File: config.mk
export PLATFORM = sky130hd
export DESIGN_NAME = dts_dma_core
export DESIGN_NICKNAME = d
export VERILOG_FILES = /design/src/dts_pkg.sv /design/src/dts_trig_if.sv /design/src/dts_trig_sel.sv /design/src/dts_dma_core.sv
export SDC_FILE = /design/constraint.sdc
export NUM_CORES = 1
export LEC_CHECK = 0
export BUFFER_PORTS_ARGS = -buffer_cell sky130_fd_sc_hd__buf_2
export CAP_MARGIN = 5
export CELL_PAD_IN_SITES_DETAIL_PLACEMENT = 2
export CELL_PAD_IN_SITES_GLOBAL_PLACEMENT = 2
export CORE_MARGIN = 4
export CORE_UTILIZATION = 28
export CTS_CLUSTER_SIZE = 24
export DETAILED_ROUTE_END_ITERATION = 8
export GPL_TIMING_DRIVEN = 0
export HOLD_SLACK_MARGIN = 0.02
export PLACE_DENSITY_LB_ADDON = 0.1
export RECOVER_POWER = 25
export SLEW_MARGIN = 20
export SYNTH_ARGS = -nofsm -noshare
export SYNTH_HDL_FRONTEND = slang
export SYNTH_HIERARCHICAL = 1
export SYNTH_SLANG_ARGS = --single-unit
File: constraint.sdc
create_clock -name clk_sys -period 3.5 [get_ports clk_sys]
set_input_delay 0.175 -clock clk_sys [delete_from_list [all_inputs] [get_ports clk_sys]]
set_output_delay 0.175 -clock clk_sys [all_outputs]
set_load 0.02 [all_outputs]
File: src/dts_pkg.sv
// dts_pkg: shared constants and types of the two-channel dma trigger block.
// assumes: trigger-select codes come straight from the channel mode field.
package dts_pkg;

    // ------------------------------------------------------------
    // mode control field layout
    // ------------------------------------------------------------
    localparam int unsigned MODE_W       = 8;
    localparam int unsigned TRIG_SEL_MSB = 3;
    localparam int unsigned TRIG_SEL_LSB = 0;
    localparam int unsigned TRIG_SEL_W   = TRIG_SEL_MSB - TRIG_SEL_LSB + 1;
    localparam int unsigned MODE_DIR_BIT = 5;
    localparam int unsigned EVT_W        = 16;
    localparam int unsigned NUM_CH       = 2;

    // ------------------------------------------------------------
    // trigger-select encodings
    // ------------------------------------------------------------
    localparam logic [3:0] TRIG_NONE        = 4'h0;
    localparam logic [3:0] TRIG_TMR0_CH0    = 4'h2;
    localparam logic [3:0] TRIG_TMR0_CH1    = 4'h3;
    localparam logic [3:0] TRIG_TMR0_CH4    = 4'h4;
    localparam logic [3:0] TRIG_TMR0_CH5    = 4'h5;
    localparam logic [3:0] TRIG_RADIO_TX    = 4'h6;
    localparam logic [3:0] TRIG_SER0_CH2_TX = 4'h8;
    localparam logic [3:0] TRIG_SER0_RX     = 4'h9;
    localparam logic [3:0] TRIG_LIN_TX      = 4'hA;
    localparam logic [3:0] TRIG_LIN_RX      = 4'hB;

    localparam logic [1:0] PEND_RESET = 2'h0;
    localparam logic [1:0] CH0_ONEHOT = 2'h1;
    localparam logic [1:0] CH1_ONEHOT = 2'h2;

    // ------------------------------------------------------------
    // transfer engine states, gray along idle-read-capture-write
    // ------------------------------------------------------------
    typedef enum logic [1:0] {
        DTS_IDLE = 2'h0,
        DTS_RD   = 2'h1,
        DTS_CAP  = 2'h3,
        DTS_WR   = 2'h2
    } dts_state_t;

    function automatic logic dts_code_valid(input logic [3:0] code);
        dts_code_valid = (code == TRIG_NONE) || (code == TRIG_TMR0_CH0) ||
                         (code == TRIG_TMR0_CH1) || (code == TRIG_TMR0_CH4) ||
                         (code == TRIG_TMR0_CH5) || (code == TRIG_RADIO_TX) ||
                         ((code >= TRIG_SER0_CH2_TX) && (code <= TRIG_LIN_RX));
    endfunction

endpackage

File: src/dts_trig_if.sv
// dts_trig_if: per-channel trigger code, event vector and start strobe.
// assumes: one instance per dma channel, all on clk_sys.
`timescale 1ns/1ps
`default_nettype none
interface dts_trig_if;
    logic [3:0]  code;
    logic [15:0] events;
    logic        sw_trig;
    logic        start;

    modport sel (input code, input events, input sw_trig, output start);
    modport core (output code, output events, output sw_trig, input start);
endinterface
`default_nettype wire

File: src/dts_trig_sel.sv
// dts_trig_sel: turns a channel's trigger code and event vector into a start.
// assumes: events are one-cycle pulses indexed by their trigger code.
`timescale 1ns/1ps
`default_nettype none
module dts_trig_sel (
    input  wire logic clk_sys,
    input  wire logic rst_b,
    dts_trig_if.sel   trig
);

    // ------------------------------------------------------------
    // source decode
    // ------------------------------------------------------------
    wire logic code_ok;
    wire logic hw_hit;

    assign code_ok    = dts_pkg::dts_code_valid(trig.code);
    // prohibited codes start nothing rather than a random source
    assign hw_hit     = code_ok && (trig.code != dts_pkg::TRIG_NONE) &&
                        trig.events[trig.code];
    assign trig.start = trig.sw_trig | hw_hit;
endmodule
`default_nettype wire

File: src/dts_dma_core.sv
// dts_dma_core: two-channel dma engine moving one unit per start between
// peripheral registers and internal ram.
// assumes: both memories answer a read strobe with data one cycle later.
//
// Overview of operation
// - a start moves one unit between peripheral register and ram, no cpu.
// - trigger select sits in bits three to zero of each mode control.
// - trigger code zero ignores hardware events; only software start works.
// - codes 2,3,4,5 pick timer unit zero channels 0,1,4,5 events.
// - code 6 picks the radio serial link transmit-complete event.
// - code 8 picks serial zero channel two transmit-complete, any mode.
// - code 9 picks the serial zero uart receive-complete event.
// - codes A and B pick lin uart transmit and receive complete.
// - two independent channels, each with its own mode control.
`timescale 1ns/1ps
`default_nettype none
module dts_dma_core #(
    parameter int unsigned SFR_AW = 8,
    parameter int unsigned RAM_AW = 12,
    parameter int unsigned DW     = 8
) (
    input  wire logic                       clk_sys,
    input  wire logic                       rst_b,
    input  wire logic [dts_pkg::MODE_W-1:0] dma_mode_ctrl_ch0,
    input  wire logic [dts_pkg::MODE_W-1:0] dma_mode_ctrl_ch1,
    input  wire logic                       sw_trig_ch0,
    input  wire logic                       sw_trig_ch1,
    input  wire logic [SFR_AW-1:0]          sfr_addr_ch0,
    input  wire logic [SFR_AW-1:0]          sfr_addr_ch1,
    input  wire logic [RAM_AW-1:0]          ram_addr_ch0,
    input  wire logic [RAM_AW-1:0]          ram_addr_ch1,
    input  wire logic                       tmr0_ch0_done,
    input  wire logic                       tmr0_ch1_done,
    input  wire logic                       tmr0_ch4_done,
    input  wire logic                       tmr0_ch5_done,
    input  wire logic                       radio_ser_tx_done,
    input  wire logic                       ser0_ch2_uart_tx_done,
    input  wire logic                       ser0_ch2_clk_tx_done,
    input  wire logic                       ser0_ch2_twowire_tx_done,
    input  wire logic                       ser0_uart_rx_done,
    input  wire logic                       lin_uart_tx_done,
    input  wire logic                       lin_uart_rx_done,
    input  wire logic [DW-1:0]              sfr_rdata,
    input  wire logic [DW-1:0]              ram_rdata,
    output var  logic [SFR_AW-1:0]          sfr_addr,
    output var  logic                       sfr_rd,
    output var  logic                       sfr_wr,
    output var  logic [RAM_AW-1:0]          ram_addr,
    output var  logic                       ram_rd,
    output var  logic                       ram_wr,
    output var  logic [DW-1:0]              xfer_wdata,
    output var  logic [1:0]                 xfer_done,
    output var  logic                       busy
);

    // ------------------------------------------------------------
    // event vector, indexed by trigger code
    // ------------------------------------------------------------
    wire logic [dts_pkg::EVT_W-1:0] evt_vec;
    wire logic                      ser0_ch2_tx_any;

    // channel two of serial zero raises one shared event in every mode
    assign ser0_ch2_tx_any = ser0_ch2_uart_tx_done | ser0_ch2_clk_tx_done |
                             ser0_ch2_twowire_tx_done;
    assign evt_vec = {4'h0, lin_uart_rx_done, lin_uart_tx_done, ser0_uart_rx_done,
                      ser0_ch2_tx_any, 1'b0, radio_ser_tx_done, tmr0_ch5_done,
                      tmr0_ch4_done, tmr0_ch1_done, tmr0_ch0_done, 2'h0};

    // ------------------------------------------------------------
    // per-channel trigger selection
    // ------------------------------------------------------------
    dts_trig_if trig_ch0 ();
    dts_trig_if trig_ch1 ();

    assign trig_ch0.code    = dma_mode_ctrl_ch0[dts_pkg::TRIG_SEL_MSB:dts_pkg::TRIG_SEL_LSB];
    assign trig_ch1.code    = dma_mode_ctrl_ch1[dts_pkg::TRIG_SEL_MSB:dts_pkg::TRIG_SEL_LSB];
    assign trig_ch0.events  = evt_vec;
    assign trig_ch1.events  = evt_vec;
    assign trig_ch0.sw_trig = sw_trig_ch0;
    assign trig_ch1.sw_trig = sw_trig_ch1;

    dts_trig_sel u_sel_ch0 (
        .clk_sys (clk_sys),
        .rst_b   (rst_b),
        .trig    (trig_ch0.sel)
    );

    dts_trig_sel u_sel_ch1 (
        .clk_sys (clk_sys),
        .rst_b   (rst_b),
        .trig    (trig_ch1.sel)
    );

    // ------------------------------------------------------------
    // pending starts and arbitration
    // ------------------------------------------------------------
    // a second start while one is pending merges into it; software must
    // pace triggers no faster than one unit per four cycles across both channels
    dts_pkg::dts_state_t state_reg;
    dts_pkg::dts_state_t state_next;
    logic [1:0]          pend_reg;
    wire logic [1:0]     pend_next;
    wire logic [1:0]     start_vec;
    wire logic [1:0]     clr_vec;
    wire logic           grant;
    wire logic           grant_ch1;
    wire logic           dir_sel;

    assign start_vec = {trig_ch1.start, trig_ch0.start};
    assign grant     = (state_reg == dts_pkg::DTS_IDLE) && (pend_reg != 2'h0);
    // fixed priority to channel zero; a busy channel zero can delay channel one
    assign grant_ch1 = !pend_reg[0];
    assign clr_vec   = grant ? (grant_ch1 ? dts_pkg::CH1_ONEHOT : dts_pkg::CH0_ONEHOT)
                             : 2'h0;
    // a start in the clearing cycle survives
    assign pend_next = start_vec | (pend_reg & ~clr_vec);
    assign dir_sel   = grant_ch1 ? dma_mode_ctrl_ch1[dts_pkg::MODE_DIR_BIT]
                                 : dma_mode_ctrl_ch0[dts_pkg::MODE_DIR_BIT];

    // ------------------------------------------------------------
    // transfer sequencer
    // ------------------------------------------------------------
    logic       ch_reg;
    logic       dir_reg;

    always_comb begin
        case (state_reg)
            dts_pkg::DTS_IDLE: state_next = grant ? dts_pkg::DTS_RD : dts_pkg::DTS_IDLE;
            dts_pkg::DTS_RD:   state_next = dts_pkg::DTS_CAP;
            dts_pkg::DTS_CAP:  state_next = dts_pkg::DTS_WR;
            dts_pkg::DTS_WR:   state_next = dts_pkg::DTS_IDLE;
            default:           state_next = dts_pkg::DTS_IDLE;
        endcase
    end

    always_ff @(posedge clk_sys or negedge rst_b) begin
        if (!rst_b) begin
            state_reg <= dts_pkg::DTS_IDLE;
            pend_reg  <= dts_pkg::PEND_RESET;
            busy      <= 1'b0;
        end else begin
            state_reg <= state_next;
            pend_reg  <= pend_next;
            busy      <= (state_next != dts_pkg::DTS_IDLE);
        end
    end

    // dir clear: peripheral register to ram; dir set: ram to peripheral
    always_ff @(posedge clk_sys or negedge rst_b) begin
        if (!rst_b) begin
            ch_reg   <= 1'b0;
            dir_reg  <= 1'b0;
            sfr_addr <= '0;
            ram_addr <= '0;
        end else if (grant) begin
            ch_reg   <= grant_ch1;
            dir_reg  <= dir_sel;
            sfr_addr <= grant_ch1 ? sfr_addr_ch1 : sfr_addr_ch0;
            ram_addr <= grant_ch1 ? ram_addr_ch1 : ram_addr_ch0;
        end
    end

    always_ff @(posedge clk_sys or negedge rst_b) begin
        if (!rst_b) begin
            sfr_rd     <= 1'b0;
            ram_rd     <= 1'b0;
            sfr_wr     <= 1'b0;
            ram_wr     <= 1'b0;
            xfer_wdata <= '0;
            xfer_done  <= 2'h0;
        end else begin
            sfr_rd     <= grant && !dir_sel;
            ram_rd     <= grant && dir_sel;
            sfr_wr     <= (state_reg == dts_pkg::DTS_CAP) && dir_reg;
            ram_wr     <= (state_reg == dts_pkg::DTS_CAP) && !dir_reg;
            if (state_reg == dts_pkg::DTS_CAP) begin
                xfer_wdata <= dir_reg ? ram_rdata : sfr_rdata;
            end
            xfer_done  <= (state_reg == dts_pkg::DTS_WR) ?
                          (ch_reg ? dts_pkg::CH1_ONEHOT : dts_pkg::CH0_ONEHOT) : 2'h0;
        end
    end

    wire logic [3:0] code0;
    wire logic [3:0] code1;
    wire logic       any_rd;
    wire logic       any_wr;
    wire logic       idle_now;

    assign code0    = trig_ch0.code;
    assign code1    = trig_ch1.code;
    assign any_rd   = sfr_rd | ram_rd;
    assign any_wr   = sfr_wr | ram_wr;
    assign idle_now = (state_reg == dts_pkg::DTS_IDLE);
endmodule
`default_nettype wire

# [Word level (Yosys, flattened, before mapping)]
# Cells that the tools add are included.
[totals] inputBits=87 register_bits=41 out_inout_bits=35 elab_cells=86
[op_classes] order_cmp=6 n_eq_ne=13 bitwise_logic=7 reduce_logical=33 mux=14
[op_table] op="equality test 4 x 3 -> 1 bit (second input constant)" count=6
[op_table] op="equality test 4 x 2 -> 1 bit (second input constant)" count=4
[op_table] op="2-to-1 mux 8 bit" count=2
[op_table] op="logical OR 1 bit" count=12
[op_table] op="2-to-1 mux 12 bit" count=1
[op_table] op="logical AND 1 bit" count=11
[op_table] op="< comparator 4 x 5 -> 1 bit (second input constant)" count=2
[op_table] op="binary-select mux 1 bit (select 4 bit)" count=2
[op_table] op="greater-or-equal comparator 4 bit (second input constant)" count=2
[op_table] op="less-or-equal comparator 4 bit (second input constant)" count=2
[op_table] op="zero test 4 bit" count=2
[op_table] op="2-to-1 mux 2 bit" count=4
[op_table] op="one-hot mux 2 bit (4 select lines)" count=1
[op_table] op="nonzero test 4 bit" count=2
[op_table] op="equality test 2 bit (second input constant)" count=2
[op_table] op="2-to-1 mux 1 bit" count=4
[op_table] op="OR 1 bit" count=4
[op_table] op="nonzero test 2 bit" count=2
[op_table] op="zero test 1 bit" count=3
[op_table] op="AND 2 bit" count=1
[op_table] op="equality test 2 x 1 -> 1 bit (second input constant)" count=1
[op_table] op="zero test 2 bit" count=1
[op_table] op="NOT 2 bit" count=1
[op_table] op="OR 2 bit" count=1

# [Logic depth before layout (Yosys ltp)]
[depth] ltp_word=11 depth_mapped=5 ltp_nobuf=5

# [By module]
# Netlist, hierarchy kept.
[by_module_without_submodules] mod="dts_dma_core" seq_area_each_um2=1026.0 area_each_um2=1964.4 n_inst=1 cells_each=138
[by_module_without_submodules] mod="dts_trig_sel" seq_area_each_um2=0.0 area_each_um2=106.4 n_inst=2 cells_each=14

# [Worst setup path before layout]
# No wires, ideal clock.
[synth_timing] kind="register to register" start="register state_reg[1]" end="register ram_addr[0]" path_stages_with_launch=6 t_arrival_ns=1.324 setup_ns=0.125 synth_period_minus_slack_ns=1.449 required_ns=3.375 slack_ns=2.051 path_cell_list="dfrtp_1 or2_1 buf_6 nor2_8 buf_12 mux2_4"
[synth_via] elab_chain_cells=2
[synth_rtl] item="start: declaration" line_no="dts_dma_core.sv:99" text="dts_pkg::dts_state_t state_reg;"
[synth_rtl] item="start signal: assignment" line_no="dts_dma_core.sv:138" text="state_reg <= dts_pkg::DTS_IDLE;"
[synth_rtl] item="start signal: assignment" line_no="dts_dma_core.sv:142" text="state_reg <= state_next;"
[synth_rtl] item="zero test 2 bit"
[synth_rtl] item="logical AND 1 bit" line_no="dts_dma_core.sv:110" text="assign grant = (state_reg == dts_pkg::DTS_IDLE) && (pend_reg != 2'h0);"
[synth_rtl] item="end signal: assignment" line_no="dts_dma_core.sv:159" text="ram_addr <= grant_ch1 ? ram_addr_ch1 : ram_addr_ch0;"
[synth_rtl] item="end: declaration" line_no="dts_dma_core.sv:48" text="output var logic [RAM_AW-1:0] ram_addr,"
# Every way passes these cells.
# A chain may end at the register's enable or synchronous reset.

==> flow_summary.html <==
<table>
<tr><th>Metric</th><th>Value</th></tr>
<tr><th colspan="2">Drt</th></tr>
<tr><td>Vias</td><td>1,725</td></tr>
<tr><td>Remaining antenna violation count</td><td>0</td></tr>
<tr><td>Drt total wl</td><td>a little under 6 mm</td></tr>
<tr><td>Number of remaining DRC errors</td><td>0</td></tr>
<tr><td>Number of vias per cell</td><td>around 4.5</td></tr>
<tr><td>Initial DRT Pass Iterations</td><td>2</td></tr>
<tr><td>Violation count after the first detailed-route iteration</td><td>38</td></tr>
<tr><td>Post-detailed-route wirelength per cell</td><td>15.02 um</td></tr>
<tr><th colspan="2">Final layout</th></tr>
<tr><td>Register name with the most flops</td><td>ram_addr</td></tr>
<tr><td>Final net count</td><td>around 370</td></tr>
<tr><td>Combined area of the multi-input logic cells</td><td>1018 sq um</td></tr>
<tr><td>Flip-flop count of the largest register, all copies and words added</td><td>12</td></tr>
<tr><td>Diodes inserted</td><td>0</td></tr>
<tr><td>Registers with the most flip-flops</td><td>ram_addr (12), sfr_addr (8), xfer_wdata (8)</td></tr>
<tr><td>Area delta synth-&gt;final</td><td>36.96%</td></tr>
<tr><td>Share of layout cells above drive strength 1</td><td>0.6189</td></tr>
<tr><td>Sequential cell area</td><td>about 1000 sq um</td></tr>
<tr><td>Util after Layout</td><td>0.4018</td></tr>
<tr><td>Filler cell count</td><td>between 800 and 900</td></tr>
<tr><th colspan="2">GRT</th></tr>
<tr><td>GR Util All Layers</td><td>0.1264</td></tr>
<tr><td>Global-route wire length before repair</td><td>approximately 9 mm</td></tr>
<tr><td>Pin count of the biggest net entering global routing</td><td>42</td></tr>
<tr><td>Vias in the first global route</td><td>1,913</td></tr>
<tr><td>Initial antenna violation count</td><td>0</td></tr>
<tr><td>Global route total overflow</td><td>0</td></tr>
<tr><th colspan="2">STA</th></tr>
<tr><td>Number of hold violations in the final report</td><td>0</td></tr>
<tr><td>Clock skew</td><td>0.007398 ns</td></tr>
<tr><td>Final setup vio count</td><td>0</td></tr>
<tr><td>Fmax</td><td>approximately 540 MHz</td></tr>
<tr><td>Final Slew Violations</td><td>between 40 and 50</td></tr>
<tr><td>Smallest hold slack</td><td>~0.18 ns</td></tr>
<tr><td>Accumulated negative setup slack</td><td>0 ns</td></tr>
<tr><td>Slew headroom</td><td>-0.5163</td></tr>
<tr><td>Transition at the pin with the smallest max-transition slack</td><td>about 2.3 ns</td></tr>
<tr><td>RSZ-0062 raised after global routing</td><td>no</td></tr>
<tr><td>Final worst-path cycle share</td><td>0.5296</td></tr>
<tr><td>Post-layout minimum cycle time</td><td>between 1.5 and 2 ns</td></tr>
<tr><th colspan="2">Critical path</th></tr>
<tr><td>Critical path peak fanout</td><td>between 40 and 50</td></tr>
<tr><td>Origin of the worst setup path</td><td>rst_b</td></tr>
<tr><td>Beginning of the worst register-to-register path</td><td>state_reg[0]</td></tr>
<tr><td>R2r setup slk</td><td>about 2.0 ns</td></tr>
<tr><td>Type of the worst setup path</td><td>in2async</td></tr>
<tr><td>Bufs and invs on worst path</td><td>1</td></tr>
<tr><td>Worst reg2reg path endpoint</td><td>ram_addr[0]</td></tr>
<tr><td>Critical path data arrival time</td><td>1.79 ns</td></tr>
<tr><td>CP cell instances</td><td>clkbuf_1</td></tr>
<tr><td>Path depth of the worst reg2reg path</td><td>5</td></tr>
<tr><td>Slowest cell on crit path</td><td>sky130_fd_sc_hd__clkbuf_1</td></tr>
<tr><td>Maximum cell stage delay along the critical path</td><td>around 1.6 ns</td></tr>
<tr><td>Top Family by Delay on Critical Path</td><td>buffers and inverters</td></tr>
<tr><td>Critical Path Start Type</td><td>input port</td></tr>
<tr><td>Critical path data required time</td><td>3.44 ns</td></tr>
<tr><td>Crit path capture</td><td>xfer_wdata[5]</td></tr>
<tr><td>Number of cells on the critical path</td><td>1</td></tr>
<tr><td>Type of destination of the critical path</td><td>asynchronous set/reset pin</td></tr>
<tr><th colspan="2">Pwr</th></tr>
<tr><td>PD cells</td><td>375.7 nW/um^2</td></tr>
<tr><td>Peak ir drop on the vdd network</td><td>0.0001586 V</td></tr>
<tr><td>Cell leakage power</td><td>0.001490 uW</td></tr>
<tr><th colspan="2">Floorplanning</th></tr>
<tr><td>Horiz. Die Dim</td><td>96.10 um</td></tr>
<tr><td>IO Count</td><td>122</td></tr>
<tr><td>Core outline area</td><td>between 7000 and 8000 sq um</td></tr>
<tr><td>Starting Density</td><td>0.2934</td></tr>
<tr><td>Die Area</td><td>roughly 9200 sq um</td></tr>
<tr><td>Number of rows in the core area</td><td>31</td></tr>
<tr><td>Die height</td><td>~96 um</td></tr>
<tr><th colspan="2">Place</th></tr>
<tr><td>Post-DP HPWL</td><td>4.680 mm</td></tr>
<tr><td>Weighted congestion at the end of routability-driven global placement</td><td>~0.66</td></tr>
<tr><td>IO buf count</td><td>approximately 110</td></tr>
<tr><th colspan="2">Yosys</th></tr>
<tr><td>Synthesized instance count</td><td>approximately 170</td></tr>
<tr><td>Count of synthesis-stage warnings from yosys</td><td>6</td></tr>
<tr><td>Post-Syn Area per Cell</td><td>between 10 and 15 sq um</td></tr>
<tr><td>Post-synthesis net count</td><td>about 250</td></tr>
<tr><td>Cell area after technology mapping</td><td>2173 sq um</td></tr>
<tr><th colspan="2">Clock network</th></tr>
<tr><td>Number of buffers created by CTS</td><td>5</td></tr>
<tr><td>Setup Buffers After CTS</td><td>0</td></tr>
<tr><td>CTS sink count</td><td>41</td></tr>
<tr><td>Clock tree from TritonCTS</td><td>done</td></tr>
<tr><td>Register clock-pin slew on the reported worst setup and hold paths</td><td>around 0.090 ns</td></tr>
<tr><td>Number of H-tree levels</td><td>2</td></tr>
<tr><td>Resized cells post-CTS</td><td>0</td></tr>
<tr><td>Worst skew pair latency</td><td>between 0.2 and 0.3 ns</td></tr>
<tr><td>Root buf cell</td><td>sky130_fd_sc_hd__clkbuf_8</td></tr>
<tr><td>Longest Clk Path Bufs</td><td>2</td></tr>
<tr><td>Post-CTS Hold Fix Bufs</td><td>0</td></tr>
<tr><th colspan="2">Hold path</th></tr>
<tr><td>Hold crit path type</td><td>in2reg</td></tr>
<tr><td>WHS Path Cells</td><td>3</td></tr>
<tr><th colspan="2">Flow run</th></tr>
<tr><td>Max-cap violations</td><td>1</td></tr>
<tr><th colspan="2">Run status</th></tr>
<tr><td>Violated checks</td><td>max-capacitance violations, max-slew violations</td></tr>
<tr><td>Status</td><td>complete, but fails checks</td></tr>
</table>
-- cell type report --
| class | instances | share of cell area |
|---|---|---|
| flip-flops and latches | 41 | 0.3447 |
| multi-input cells | 107 | 0.3422 |
| repair buffers | 113 | 0.1896 |
| well taps | 99 | 0.04161 |
| plain buffers | 12 | 0.03699 |
| clock buffers | 5 | 0.02312 |
| clock inverters | 3 | 0.01555 |
| inverters | 5 | 0.006305 |
-- routing by layer --
metal  routed length, um  GRT usage  up-vias
met1                2438     0.1547      837
met2                2901     0.2231       59
met4                  40    0.03199        0
met3                 402    0.02815        2
met5                   0          0        -
li1                    -          -      827
-- placed cells by master, fill, tap and decap left out, drive strengths merged, types with 4 or more instances in the layout --
cell      n
a21oi     8
buf     121
clkbuf    9
dfrtp    41
inv       5
mux2     40
mux2i    18
nand3b    4
nor2     11
o21ai     4
-- worst min-delay path by stage --
| stage | start | end |
|---|---|---|
| 2_1_floorplan | rst_b | busy |
| 3_3_place_gp | rst_b | ram_addr[5] |
| 3_5_place_dp | rst_b | ram_addr[5] |
| 4_1_cts | rst_b | ram_addr[5] |
| 5_1_grt | sfr_rdata[4] | xfer_wdata[4] |
| 6_report | sfr_rdata[1] | xfer_wdata[1] |
-- report_power, final --
part | total (uW) | switching (uW) | internal (uW)
Sequential | 509 | 11.0 | 498
Combinational | 218 | 107 | 112
Clock | 391 | 178 | 214
Total | 1120 | 295 | 823
-- stage by stage --
stage | setup slack (ns) | area (sq um) | cells | total power (uW)
final | 1.646 | 2977 | 385 | 1118
after global routing | 1.124 | 2977 | 385 | 1178
after CTS | 1.945 | 2978 | 385 | 1141
after detailed placement | 1.916 | 2863 | 377 | 742.6
after global placement | 1.931 | 2863 | 377 | 737.1
after floorplan | 2.051 | 2173 | 165 | 641.7
Note: power is estimated with default switching activity, not from simulation.
